<file path="config.mk">
export PLATFORM = sky130hd
export DESIGN_NAME = rsc_strap_latch
export DESIGN_NICKNAME = d
export VERILOG_FILES = /design/src/rsc_pad_sync.v /design/src/rsc_strap_latch.v
export VERILOG_INCLUDE_DIRS = /design/src
export SDC_FILE = /design/constraint.sdc
export NUM_CORES = 1
export LEC_CHECK = 0
export BUFFER_PORTS_ARGS = -buffer_cell sky130_fd_sc_hd__buf_2
export CELL_PAD_IN_SITES_DETAIL_PLACEMENT = 1
export CELL_PAD_IN_SITES_GLOBAL_PLACEMENT = 2
export CORE_ASPECT_RATIO = 0.7
export CORE_MARGIN = 4
export CORE_UTILIZATION = 30
export CTS_BUF_LIST = sky130_fd_sc_hd__clkbuf_2 sky130_fd_sc_hd__clkbuf_4 sky130_fd_sc_hd__clkbuf_8
export DETAILED_ROUTE_END_ITERATION = 12
export GPL_ROUTABILITY_DRIVEN = 0
export GPL_TIMING_DRIVEN = 1
export MAX_ROUTING_LAYER = met4
export PLACE_DENSITY_LB_ADDON = 0.25
export SLEW_MARGIN = 10
export SYNTH_ARGS = -nofsm -noshare
export SYNTH_HDL_FRONTEND = slang
export SYNTH_SLANG_ARGS = --single-unit
</file>
<file path="constraint.sdc">
create_clock -name clk_sys_i -period 3.3 [get_ports clk_sys_i]
set_input_delay 0.165 -clock clk_sys_i [delete_from_list [all_inputs] [get_ports clk_sys_i]]
set_output_delay 0.165 -clock clk_sys_i [all_outputs]
set_load 0.01 [all_outputs]
</file>
<file path="src/rsc_defines.vh">
// constants of the reset strap configuration latch
//----------------------------------------------------------------------
// Operation
// strap-capable address pins are inputs during capture, driven addresses afterwards
// straps on pins 6 and 0 choose internal CPU or external CPU path
// strap pin 1 low holds core reset until PLL reports stable lock
// strap pin 1 high holds core reset exactly 32 clock cycles, test only
// straps on pins 5..2 choose boot source NOR, UART, IN_SYSTEM_PROGRAM_BOOT, NAND or SPI
// strap pin 7 high turns GPIO 4 and 3 into UART transmit and receive
// straps latched once at end of capture, held until next chip reset
//----------------------------------------------------------------------
`ifndef RSC_DEFINES_VH
`define RSC_DEFINES_VH

// strap bit positions inside the captured byte
`define RSC_STRAP_CPU_LO 0
`define RSC_STRAP_FAST 1
`define RSC_STRAP_BOOT_LO 2
`define RSC_STRAP_BOOT_HI 5
`define RSC_STRAP_CPU_HI 6
`define RSC_STRAP_UART 7
`define RSC_STRAP_W 8
`define RSC_ADDR_W 15

// cpu selection codes
`define RSC_CPU_INTERNAL 2'h0
`define RSC_CPU_EXT_PORT 2'h2
`define RSC_CPU_EXT_SENSOR 2'h3

// boot source codes
`define RSC_BOOT_NOR 3'h0
`define RSC_BOOT_UART 3'h1
`define RSC_BOOT_ISP 3'h2
`define RSC_BOOT_NAND 3'h3
`define RSC_BOOT_SPI 3'h4

// timing: clock period in ps, capture window in ns, fast reset in cycles
`define RSC_CLK_PERIOD_PS 4000
`define RSC_CAPTURE_NS 32
`define RSC_CAPTURE_CYC ((`RSC_CAPTURE_NS * 1000) / `RSC_CLK_PERIOD_PS)
`define RSC_FAST_RST_CYC 32

// register byte offsets
`define RSC_REG_STRAP 12'h000
`define RSC_REG_DECODE 12'h004
`define RSC_REG_CTRL 12'h008
`define RSC_REG_STATUS 12'h00C

// control register fields and reset value
`define RSC_CTRL_CORE_HOLD 0
`define RSC_CTRL_UART_OFF 1
`define RSC_CTRL_RESET 2'h0

// axi responses
`define RSC_RESP_OKAY 2'h0
`define RSC_RESP_SLVERR 2'h2

`endif

</file>
<file path="src/rsc_pad_sync.v">
// two-stage synchroniser for the pin inputs seen by the strap latch
`timescale 1ns/1ps
module rsc_pad_sync (
    input wire clk_sys_i,
    input wire srst_i,
    input wire [10:0] pad_i,
    output wire [10:0] pad_sync_o
);
    reg [10:0] meta_q;
    reg [10:0] sync_q;

    // first stage is read by the second stage only
    always @(posedge clk_sys_i) begin
        if (srst_i) begin
            meta_q <= 11'h000;
            sync_q <= 11'h000;
        end else begin
            meta_q <= pad_i;
            sync_q <= meta_q;
        end
    end

    assign pad_sync_o = sync_q;
endmodule

</file>
<file path="src/rsc_strap_latch.v">
// reset strap capture, core reset sequencing and axi4-lite status/control
`timescale 1ns/1ps
`include "rsc_defines.vh"
module rsc_strap_latch (
    input wire clk_sys_i,
    input wire srst_i,
    // sdram address pins
    input wire [7:0] sdram_addr_bus_i,
    output reg [14:0] sdram_addr_bus_o,
    output reg [14:0] sdram_addr_bus_oe_o,
    input wire [14:0] mem_addr_i,
    // pll and core reset
    input wire pll_lock_i,
    output reg core_rst_o,
    // decoded configuration
    output reg [1:0] cpu_sel_o,
    output reg int_cpu_en_o,
    output reg [2:0] boot_sel_o,
    output reg uart_on_gpio_o,
    // gpio 4 and 3 pins, index 0 is gpio 3
    input wire [1:0] gpio34_i,
    output reg [1:0] gpio34_o,
    output reg [1:0] gpio34_oe_o,
    input wire [1:0] gpio34_out_i,
    input wire [1:0] gpio34_dir_i,
    output reg [1:0] gpio34_in_o,
    input wire uart_txd_i,
    output reg uart_rxd_o,
    // axi4-lite slave
    input wire [11:0] s_axi_awaddr,
    input wire s_axi_awvalid,
    output reg s_axi_awready,
    input wire [31:0] s_axi_wdata,
    input wire [3:0] s_axi_wstrb,
    input wire s_axi_wvalid,
    output reg s_axi_wready,
    output reg [1:0] s_axi_bresp,
    output reg s_axi_bvalid,
    input wire s_axi_bready,
    input wire [11:0] s_axi_araddr,
    input wire s_axi_arvalid,
    output reg s_axi_arready,
    output reg [31:0] s_axi_rdata,
    output reg [1:0] s_axi_rresp,
    output reg s_axi_rvalid,
    input wire s_axi_rready
);
    //------------------------------------------------------------------
    // functions
    //------------------------------------------------------------------
    function [2:0] boot_decode;
        input [3:0] b;
        begin
            if (b[1])
                boot_decode = `RSC_BOOT_NOR;
            else if (b[3])
                boot_decode = `RSC_BOOT_UART;
            else if (b[2])
                boot_decode = `RSC_BOOT_ISP;
            else if (b[0])
                boot_decode = `RSC_BOOT_SPI;
            else
                boot_decode = `RSC_BOOT_NAND;
        end
    endfunction

    // the unlisted code 2'b01 falls back to the internal cpu
    function [1:0] cpu_decode;
        input hi;
        input lo;
        begin
            if (hi && lo)
                cpu_decode = `RSC_CPU_EXT_SENSOR;
            else if (hi)
                cpu_decode = `RSC_CPU_EXT_PORT;
            else
                cpu_decode = `RSC_CPU_INTERNAL;
        end
    endfunction

    function addr_known;
        input [11:0] a;
        begin
            addr_known = (a == `RSC_REG_STRAP) || (a == `RSC_REG_DECODE) ||
                         (a == `RSC_REG_CTRL) || (a == `RSC_REG_STATUS);
        end
    endfunction

    //------------------------------------------------------------------
    // states
    //------------------------------------------------------------------
    localparam [2:0] ST_CAPT = 3'h1;
    localparam [2:0] ST_HOLD = 3'h2;
    localparam [2:0] ST_RUN = 3'h4;
    localparam integer CAPT_LAST_I = `RSC_CAPTURE_CYC - 1;
    localparam integer FAST_LAST_I = `RSC_FAST_RST_CYC - 1;
    localparam [7:0] CAPT_LAST = CAPT_LAST_I[7:0];
    localparam [5:0] FAST_LAST = FAST_LAST_I[5:0];

    wire [10:0] pad_sync;
    wire [7:0] strap_sync;
    wire pll_lock_s;
    wire [1:0] gpio34_s;

    reg [2:0] state_q;
    reg [7:0] capt_cnt_q;
    reg [5:0] fast_cnt_q;
    reg [7:0] strap_q;
    reg drive_q;
    reg hold_q;
    reg [1:0] ctrl_q;
    reg uart_en;

    rsc_pad_sync u_sync (
        .clk_sys_i(clk_sys_i),
        .srst_i(srst_i),
        .pad_i({gpio34_i, pll_lock_i, sdram_addr_bus_i}),
        .pad_sync_o(pad_sync)
    );

    assign strap_sync = pad_sync[7:0];
    assign pll_lock_s = pad_sync[8];
    assign gpio34_s = pad_sync[10:9];

    //------------------------------------------------------------------
    // capture and core reset sequencing
    //------------------------------------------------------------------
    always @(posedge clk_sys_i) begin
        if (srst_i) begin
            state_q <= ST_CAPT;
            capt_cnt_q <= 8'h00;
            fast_cnt_q <= 6'h00;
            strap_q <= 8'h00;
            drive_q <= 1'b0;
            hold_q <= 1'b1;
        end else begin
            case (state_q)
                ST_CAPT: begin
                    // window covers the synchroniser delay plus settling of the pulls
                    if (capt_cnt_q == CAPT_LAST) begin
                        strap_q <= strap_sync;
                        drive_q <= 1'b1;
                        state_q <= ST_HOLD;
                    end else begin
                        capt_cnt_q <= capt_cnt_q + 8'h01;
                    end
                end
                ST_HOLD: begin
                    if (strap_q[`RSC_STRAP_FAST]) begin
                        if (fast_cnt_q == FAST_LAST) begin
                            hold_q <= 1'b0;
                            state_q <= ST_RUN;
                        end else begin
                            fast_cnt_q <= fast_cnt_q + 6'h01;
                        end
                    end else if (pll_lock_s) begin
                        hold_q <= 1'b0;
                        state_q <= ST_RUN;
                    end
                end
                ST_RUN: begin
                    hold_q <= 1'b0;
                end
                default: begin
                    state_q <= ST_CAPT;
                end
            endcase
        end
    end

    //------------------------------------------------------------------
    // pin and configuration outputs
    //------------------------------------------------------------------
    always @* begin
        uart_en = strap_q[`RSC_STRAP_UART] & ~ctrl_q[`RSC_CTRL_UART_OFF];
    end

    always @(posedge clk_sys_i) begin
        if (srst_i) begin
            sdram_addr_bus_o <= 15'h0000;
            sdram_addr_bus_oe_o <= 15'h0000;
            core_rst_o <= 1'b1;
            cpu_sel_o <= `RSC_CPU_INTERNAL;
            int_cpu_en_o <= 1'b1;
            boot_sel_o <= `RSC_BOOT_NOR;
            uart_on_gpio_o <= 1'b0;
            gpio34_o <= 2'h0;
            gpio34_oe_o <= 2'h0;
            gpio34_in_o <= 2'h0;
            uart_rxd_o <= 1'b1;
        end else begin
            // strap pins stay undriven until the straps are latched
            sdram_addr_bus_o <= drive_q ? mem_addr_i : 15'h0000;
            sdram_addr_bus_oe_o <= {7'h7F, {8{drive_q}}};
            core_rst_o <= hold_q | ctrl_q[`RSC_CTRL_CORE_HOLD];
            cpu_sel_o <= cpu_decode(strap_q[`RSC_STRAP_CPU_HI], strap_q[`RSC_STRAP_CPU_LO]);
            int_cpu_en_o <= ~strap_q[`RSC_STRAP_CPU_HI];
            boot_sel_o <= boot_decode(strap_q[`RSC_STRAP_BOOT_HI:`RSC_STRAP_BOOT_LO]);
            uart_on_gpio_o <= uart_en;
            gpio34_in_o <= gpio34_s;
            if (uart_en) begin
                gpio34_o <= {uart_txd_i, 1'b0};
                gpio34_oe_o <= 2'h2;
                uart_rxd_o <= gpio34_s[0];
            end else begin
                gpio34_o <= gpio34_out_i;
                gpio34_oe_o <= gpio34_dir_i;
                uart_rxd_o <= 1'b1;
            end
        end
    end

    //------------------------------------------------------------------
    // axi4-lite write channel
    //------------------------------------------------------------------
    reg aw_have_q;
    reg w_have_q;
    reg [11:0] awaddr_q;
    reg [31:0] wdata_q;
    reg [3:0] wstrb_q;
    wire aw_take;
    wire w_take;
    wire wr_do;
    reg aw_have_d;
    reg w_have_d;
    reg bvalid_d;

    assign aw_take = s_axi_awvalid & s_axi_awready;
    assign w_take = s_axi_wvalid & s_axi_wready;
    assign wr_do = aw_have_q & w_have_q & ~s_axi_bvalid;

    always @* begin
        aw_have_d = (aw_have_q | aw_take) & ~wr_do;
        w_have_d = (w_have_q | w_take) & ~wr_do;
        bvalid_d = wr_do | (s_axi_bvalid & ~s_axi_bready);
    end

    always @(posedge clk_sys_i) begin
        if (srst_i) begin
            aw_have_q <= 1'b0;
            w_have_q <= 1'b0;
            awaddr_q <= 12'h000;
            wdata_q <= 32'h00000000;
            wstrb_q <= 4'h0;
            s_axi_awready <= 1'b0;
            s_axi_wready <= 1'b0;
            s_axi_bvalid <= 1'b0;
            s_axi_bresp <= `RSC_RESP_OKAY;
            ctrl_q <= `RSC_CTRL_RESET;
        end else begin
            aw_have_q <= aw_have_d;
            w_have_q <= w_have_d;
            s_axi_bvalid <= bvalid_d;
            // each channel reopens only after the response is accepted
            s_axi_awready <= ~aw_have_d & ~bvalid_d;
            s_axi_wready <= ~w_have_d & ~bvalid_d;
            if (aw_take) begin
                awaddr_q <= s_axi_awaddr;
            end
            if (w_take) begin
                wdata_q <= s_axi_wdata;
                wstrb_q <= s_axi_wstrb;
            end
            if (wr_do) begin
                if ({awaddr_q[11:2], 2'h0} == `RSC_REG_CTRL) begin
                    s_axi_bresp <= `RSC_RESP_OKAY;
                    if (wstrb_q[0]) begin
                        ctrl_q <= wdata_q[1:0];
                    end
                end else if (addr_known({awaddr_q[11:2], 2'h0})) begin
                    s_axi_bresp <= `RSC_RESP_OKAY;
                end else begin
                    s_axi_bresp <= `RSC_RESP_SLVERR;
                end
            end
        end
    end

    //------------------------------------------------------------------
    // axi4-lite read channel
    //------------------------------------------------------------------
    wire ar_take;
    wire [11:0] rd_addr;
    reg [31:0] rd_word;

    assign ar_take = s_axi_arvalid & s_axi_arready;
    assign rd_addr = {s_axi_araddr[11:2], 2'h0};

    always @* begin
        if (rd_addr == `RSC_REG_STRAP) begin
            rd_word = {24'h000000, strap_q};
        end else if (rd_addr == `RSC_REG_DECODE) begin
            rd_word = {24'h000000, uart_en, boot_sel_o, int_cpu_en_o, 1'b0, cpu_sel_o};
        end else if (rd_addr == `RSC_REG_CTRL) begin
            rd_word = {30'h00000000, ctrl_q};
        end else if (rd_addr == `RSC_REG_STATUS) begin
            rd_word = {24'h000000, core_rst_o, pll_lock_s, drive_q, 2'h0, state_q};
        end else begin
            rd_word = 32'h00000000;
        end
    end

    always @(posedge clk_sys_i) begin
        if (srst_i) begin
            s_axi_arready <= 1'b0;
            s_axi_rvalid <= 1'b0;
            s_axi_rdata <= 32'h00000000;
            s_axi_rresp <= `RSC_RESP_OKAY;
        end else begin
            if (ar_take) begin
                s_axi_rvalid <= 1'b1;
                s_axi_arready <= 1'b0;
                s_axi_rdata <= rd_word;
                s_axi_rresp <= addr_known(rd_addr) ? `RSC_RESP_OKAY : `RSC_RESP_SLVERR;
            end else if (s_axi_rvalid & s_axi_rready) begin
                s_axi_rvalid <= 1'b0;
                s_axi_arready <= 1'b1;
            end else begin
                s_axi_arready <= ~s_axi_rvalid;
            end
        end
    end
endmodule

</file>
=== Yosys cells after proc, flatten, opt, wreduce, memory -nomap -nowiden ===
Index checks and enable logic that the tools add are counted.
Widths: inputs -> output; s select.

* Bits in registers: 147
* Output and inout port bits: 86
* Word-level logic and storage cells: 135

* Eq/ne operators: 14
* Reductions and logical operators: 24
* Multiplexer cells: 27
* $add $sub $neg: 2
* Bitwise logic cells: 30

{| class="wikitable"
|+ Operators by type and width
! kind !! number
|-
| $eq 10x2->1 const B || 4
|-
| $mux 8 || 4
|-
| $eq 10x1->1 const B || 2
|-
| $mux 2 || 8
|-
| $mux 15 || 1
|-
| $mux 3 || 5
|-
| $not 1->1 || 14
|-
| $and 1x1->1 || 12
|-
| $logic_not 12->1 || 1
|-
| $logic_not 10->1 || 1
|-
| $reduce_or 2->1 || 5
|-
| $pmux 3 s3 || 1
|-
| $reduce_and 3->1 || 3
|-
| $add 8x1->8 const B || 1
|-
| $eq 8x3->1 const B || 1
|-
| $mux 1 || 7
|-
| $add 6x1->6 const B || 1
|-
| $eq 6x5->1 const B || 1
|-
| $logic_or 1x1->1 || 6
|-
| $or 1x1->1 || 4
|-
| $reduce_and 2->1 || 2
|-
| $reduce_and 4->1 || 1
|-
| $reduce_bool 2->1 || 2
|-
| $reduce_or 4->1 || 1
|-
| 9 further kinds || 9
|}

=== Logic depth before layout (Yosys ltp) ===
* Depth in word-level cells: 6
* Gate-level depth with buffers: 6
* Mapped depth without buffers: 5

=== Hierarchy ===
Synthesis repeated with hierarchy kept, for this count alone.

* Cell total of the unflattened synthesis: 434
* Area, all modules: 4,267.8 um^2

{| class="wikitable"
|+ Modules (own cells, without submodules)
! module !! times used !! area an instance (um^2) !! cells each !! sequential area each (um^2)
|-
| rsc_strap_latch || 1 || 3,627.2 || 388 || 1,821.7
|-
| rsc_pad_sync || 1 || 640.6 || 46 || 440.4
|}

=== Worst setup path after synthesis ===
No wires, ideal clock.

* Path type: register to register
* From: register state_q[0]
* To: register strap_q[1]
* Required time: 3.172 ns
* Arrival time: 1.289 ns
* Library setup time: 0.128 ns
* Cell stages (with the launch flop): 6
* Buffers on the path: 1
* Path slack: 1.884 ns
* Cells stage by stage: dfxtp_1 -> or3b_4 -> nand3b_4 -> buf_6 -> mux2i_1 -> nor2_1

* Word-level cells in the longest chain between the ends: 2

{| class="wikitable"
|+ RTL lines
! what !! line !! text
|-
| from (decl) || rsc_strap_latch.v:105 || <nowiki>reg [2:0] state_q;</nowiki>
|-
| from (signal assigned) || rsc_strap_latch.v:130 || <nowiki>state_q <= ST_CAPT;</nowiki>
|-
| from (signal assigned) || rsc_strap_latch.v:143 || <nowiki>state_q <= ST_HOLD;</nowiki>
|-
| from (signal assigned) || rsc_strap_latch.v:152 || <nowiki>state_q <= ST_RUN;</nowiki>
|-
| $eq 3x1->1 || rsc_strap_latch.v:137 || <nowiki>case (state_q)</nowiki>
|-
| $reduce_and 2->1 (no source line) || -- ||
|-
| to (signal assigned) || rsc_strap_latch.v:141 || <nowiki>strap_q <= strap_sync;</nowiki>
|-
| to (decl) || rsc_strap_latch.v:108 || <nowiki>reg [7:0] strap_q;</nowiki>
|}

Every way passes these cells.
A chain may end at the register's enable or synchronous reset.

=== Worst setup path in the final report ===
Ends and elaborated chain as after synthesis.

==> metrics.md <==
| Metric | Value |
|---|---|
| Clock-pin transition on the worst setup and hold timing paths | `0.07 ns` |
| Cell area after placement | `0.00480 mm2` |
| Max_cap viols | `0` |
| Most common cell after layout, fill and taps aside | `buf_2` |
| Number of synthesis warnings | `0` |
| Horizontal extent of the die | `150 um` |
| Post-synthesis share of cell area spent on xor and xnor gates | `0.0145` |
| Net switching power of the design | `0.695 mW` |
| CTS HTree Levels | `4` |
| Post-DP HPWL | `7860 um` |
| Overflow after GRT | `0` |
| Worst Tran Pin Value | `0.714 ns` |
| Main combinational cell family by area after synthesis | `simple AND/OR/NAND/NOR gates` |
| Worst setup path class | `flop to flop` |
| Minimum clock period | `1.62 ns` |
| First-pass GRT wire length | `17400 um` |
| Cell-by-cell listing of the critical path | `or3b_4, nand3b_4, mux2i_1, nor2_1` |
| Largest voltage drop on the vdd net | `0.255 mV` |
| Final nets | `685` |
| Critical path capture point type | `flop` |
| Stage delay of the slowest cell on the critical path | `0.47 ns` |
| Maximum number of pins on one net before global-route repair | `32` |
| TritonCTS clock tree | `yes` |
| Final Power | `3.19 mW` |
| Post-DR wirelength/cell | `13.9 um` |
| FP Rows | `35` |
| Vias in the first global route | `3463` |
| Final-report hold violation count | `0` |
| Path class of the lowest-slack min-delay path | `input pin to flop` |
| Net switching fraction of the power | `0.218` |
| Root buffer cell | `clkbuf_8` |
| Post-Route Skew | `0.00590 ns` |
| Cell type contributing the most total cell area after synthesis | `dfxtp_1` |
| Final Max Tran Viols | `0` |
| Area fraction in and, or, nand and nor cells after synthesis | `0.234` |
| Worst slew margin | `0.523` |
| Fin area | `0.00572 mm2` |
| Final wirelength | `10900 um` |
| Via/cell ratio | `4.34` |
| Pwr per Cell Area | `558 mW/mm2` |
| Routed Antenna Nets | `0` |
| Mean Syn Cell Area | `9.79 um2` |
| Fraction of final layout cells with drive strength greater than 1 | `0.269` |
| Share of the synthesized area in compound gates (AO/OA/AOI/OAI) | `0.0637` |
| Most common flop cell mapped by yosys | `dfxtp_1` |
| Fill cells | `1570` |
| Inserted Clock Buffers | `17` |
| Post-CTS Hold Buffers | `44` |
| Setup repair bufs after CTS | `0` |
| Fmax | `619 MHz` |
| CP Max Fanout | `11` |
| Status | `completed` |
| Share of power burned in combinational logic | `0.066` |
| Drc violations | `0` |
| Number of enable-type register cells in the synthesized netlist | `0` |
| Internal power consumption | `2.50 mW` |
| Instance count of the mapped netlist | `431` |
| Die area | `0.0161 mm2` |
| Number of antenna violations at the first check in global routing | `0` |
| Share of power burned in registers | `0.445` |
| Worst-case hold slack | `0.0380 ns` |
| Clock insertion delay at the later pin of the skew report | `0.42 ns` |
| Highest-count cells in the layout ignoring fill and taps | `120 x buf_2, 113 x dfxtp_1, 44 x dlygate4sd3_1` |
| Layout Area Growth over Synthesis | `35.6%` |
| Number of buffers added on ports | `120` |
| Post-CTS Resized | `0` |
| Violation count after the first detailed-routing iteration | `114` |
| Standard cell with the maximum stage delay on the critical path | `dfxtp_1` |
| Setup repair after global routing missed its margin | `no` |
| Sink Count | `113` |
| Req. time, crit path | `3.59 ns` |
| Antenna diodes | `0` |
| Proportion of register bits with asynchronous set or reset after synthesis | `0` |
| Height of the die | `107 um` |
| Total standard cell area after synthesis | `0.00422 mm2` |
| FF+latch count, synth | `113` |
| Vias | `3401` |
| Final-layout setup total negative slack | `0 ns` |
| Synth top area share | `0.536` |
| Top-level I/O count | `184` |
| Core region area | `0.0134 mm2` |
| Fraction of the yosys area taken by sequential cells | `0.536` |
| Post-route clock period utilization | `0.489` |
| Static power due to leakage | `2.71 nW` |
| Cells taking the most area after synthesis | `dfxtp_1 54%, buf_4 6.9%, mux2i_1 4.3%` |
| Mux share of post-synthesis cell area | `0.0542` |
| Number of detailed-routing iterations run before antenna repair | `4` |
| Bufs on Longest Clock Path | `2` |
| Arithmetic-cell share of the synthesized area counting full adders, half adders and majority gates | `0.00593` |
| Portion of total power attributed to the clock network | `0.490` |
| Starting utilization of the core area | `0.314` |
| Startpoint type of the worst setup path | `flop` |
| Buffering stage count on the worst path with inverters included | `0` |
| GRT Util Overall | `0.142` |
| Category of cells accounting for the largest share of critical-path delay | `simple AND/OR/NAND/NOR gates` |
| Unique masters post-synth | `44` |
| Finish-stage setup viols | `0` |
| Data arrival time at the worst-slack endpoint | `1.90 ns` |
[routing by layer]
layer,wire (um),up-vias,track usage
met3,739,10,0.0366
met4,142,0,0.0568
li1,-,1716,-
met2,4630,115,0.209
met1,5390,1560,0.188
met5,0,-,-
[power by group through the flow]
stage	clock network [mW]	registers, mW	logic (mW)
floorplan	0	1.45	0.119
global placement	0	1.45	0.167
detailed placement	0	1.45	0.170
CTS	1.61	1.42	0.211
global route	1.68	1.43	0.235
finish	1.56	1.42	0.209
[per-stage QoR]
step	utilization	setup slack, ns	instances
3_5_place_dp	0.357	1.60	707
5_1_grt	0.426	1.57	783
2_1_floorplan	-	1.88	456
3_3_place_gp	0.357	1.63	707
4_1_cts	0.426	1.65	783
6_report	0.426	1.68	783
[kinds of logic (layout without fill, tap and decap cells)]
| logic type | after synthesis | after routing |
|---|---|---|
| flip-flops | 113 | 113 |
| AND/OR/NAND/NOR | 181 | 181 |
| XOR/XNOR | 7 | 7 |
| other | 1 | 26 |
| adder cells (fa/ha/maj) | 2 | 2 |
| AO/OA/AOI/OAI | 46 | 46 |
| buffers and inverters | 61 | 203 |
| multiplexers | 20 | 20 |
[cell usage after synthesis, drive strengths merged, types with 3 or more instances]
library cell    n
dfxtp         113
a31oi           4
xor2            3
nand4           5
nand3          11
nor3            6
xnor2           4
nor2b          25
buf            41
mux2i          18
a22o            3
a21oi          23
nand2          43
inv             5
or3             3
o21ai           7
nor2           35
and2            4
nor4            6
clkbuf         15
and3           22
nand2b          8
[worst paths after layout]
kind                         start                    to  slack [ns]  depth (start not counted)
setup / recovery        state_q[0]            strap_q[1]        1.68                          4
hold / removal        s_axi_rready          s_axi_rvalid        0.04                          3
hold reg to reg   u_sync.meta_q[3]  u_sync.pad_sync_o[3]        0.44                          1
setup reg to reg        state_q[0]            strap_q[1]        1.68                          4
[worst register-to-register path: cells and delay by family (launching register included)]
| kind | cells | cell delay (ns) |
|---|---|---|
| flip-flops | 1 | 0.47 |
| multiplexers | 1 | 0.22 |
| AND/OR/NAND/NOR | 3 | 0.81 |
[state kept, by name, indices dropped and copies added (netlist names), 3 cells and up]
signal	count
sdram_addr_bus_o	15
strap_q	8
capt_cnt_q	8
u_sync.meta_q	11
state_q	3
boot_sel_o	3
fast_cnt_q	6
u_sync.pad_sync_o	11
s_axi_rdata	8
awaddr_q	10
[final cells by class]
| class | count | area [um2] | share of cell area |
|---|---|---|---|
| Tap cell | 185 | 231 | 0.0404 |
| Inverter | 5 | 18.8 | 0.00328 |
| Sequential cell | 113 | 2260 | 0.395 |
| Clock buffer | 18 | 248 | 0.0433 |
| Clock inverter | 14 | 236 | 0.0413 |
| Multi-Input combinational cell | 282 | 1670 | 0.292 |
| Timing Repair Buffer | 166 | 1060 | 0.185 |
No activity file was read; power rests on OpenSTA's default activity.
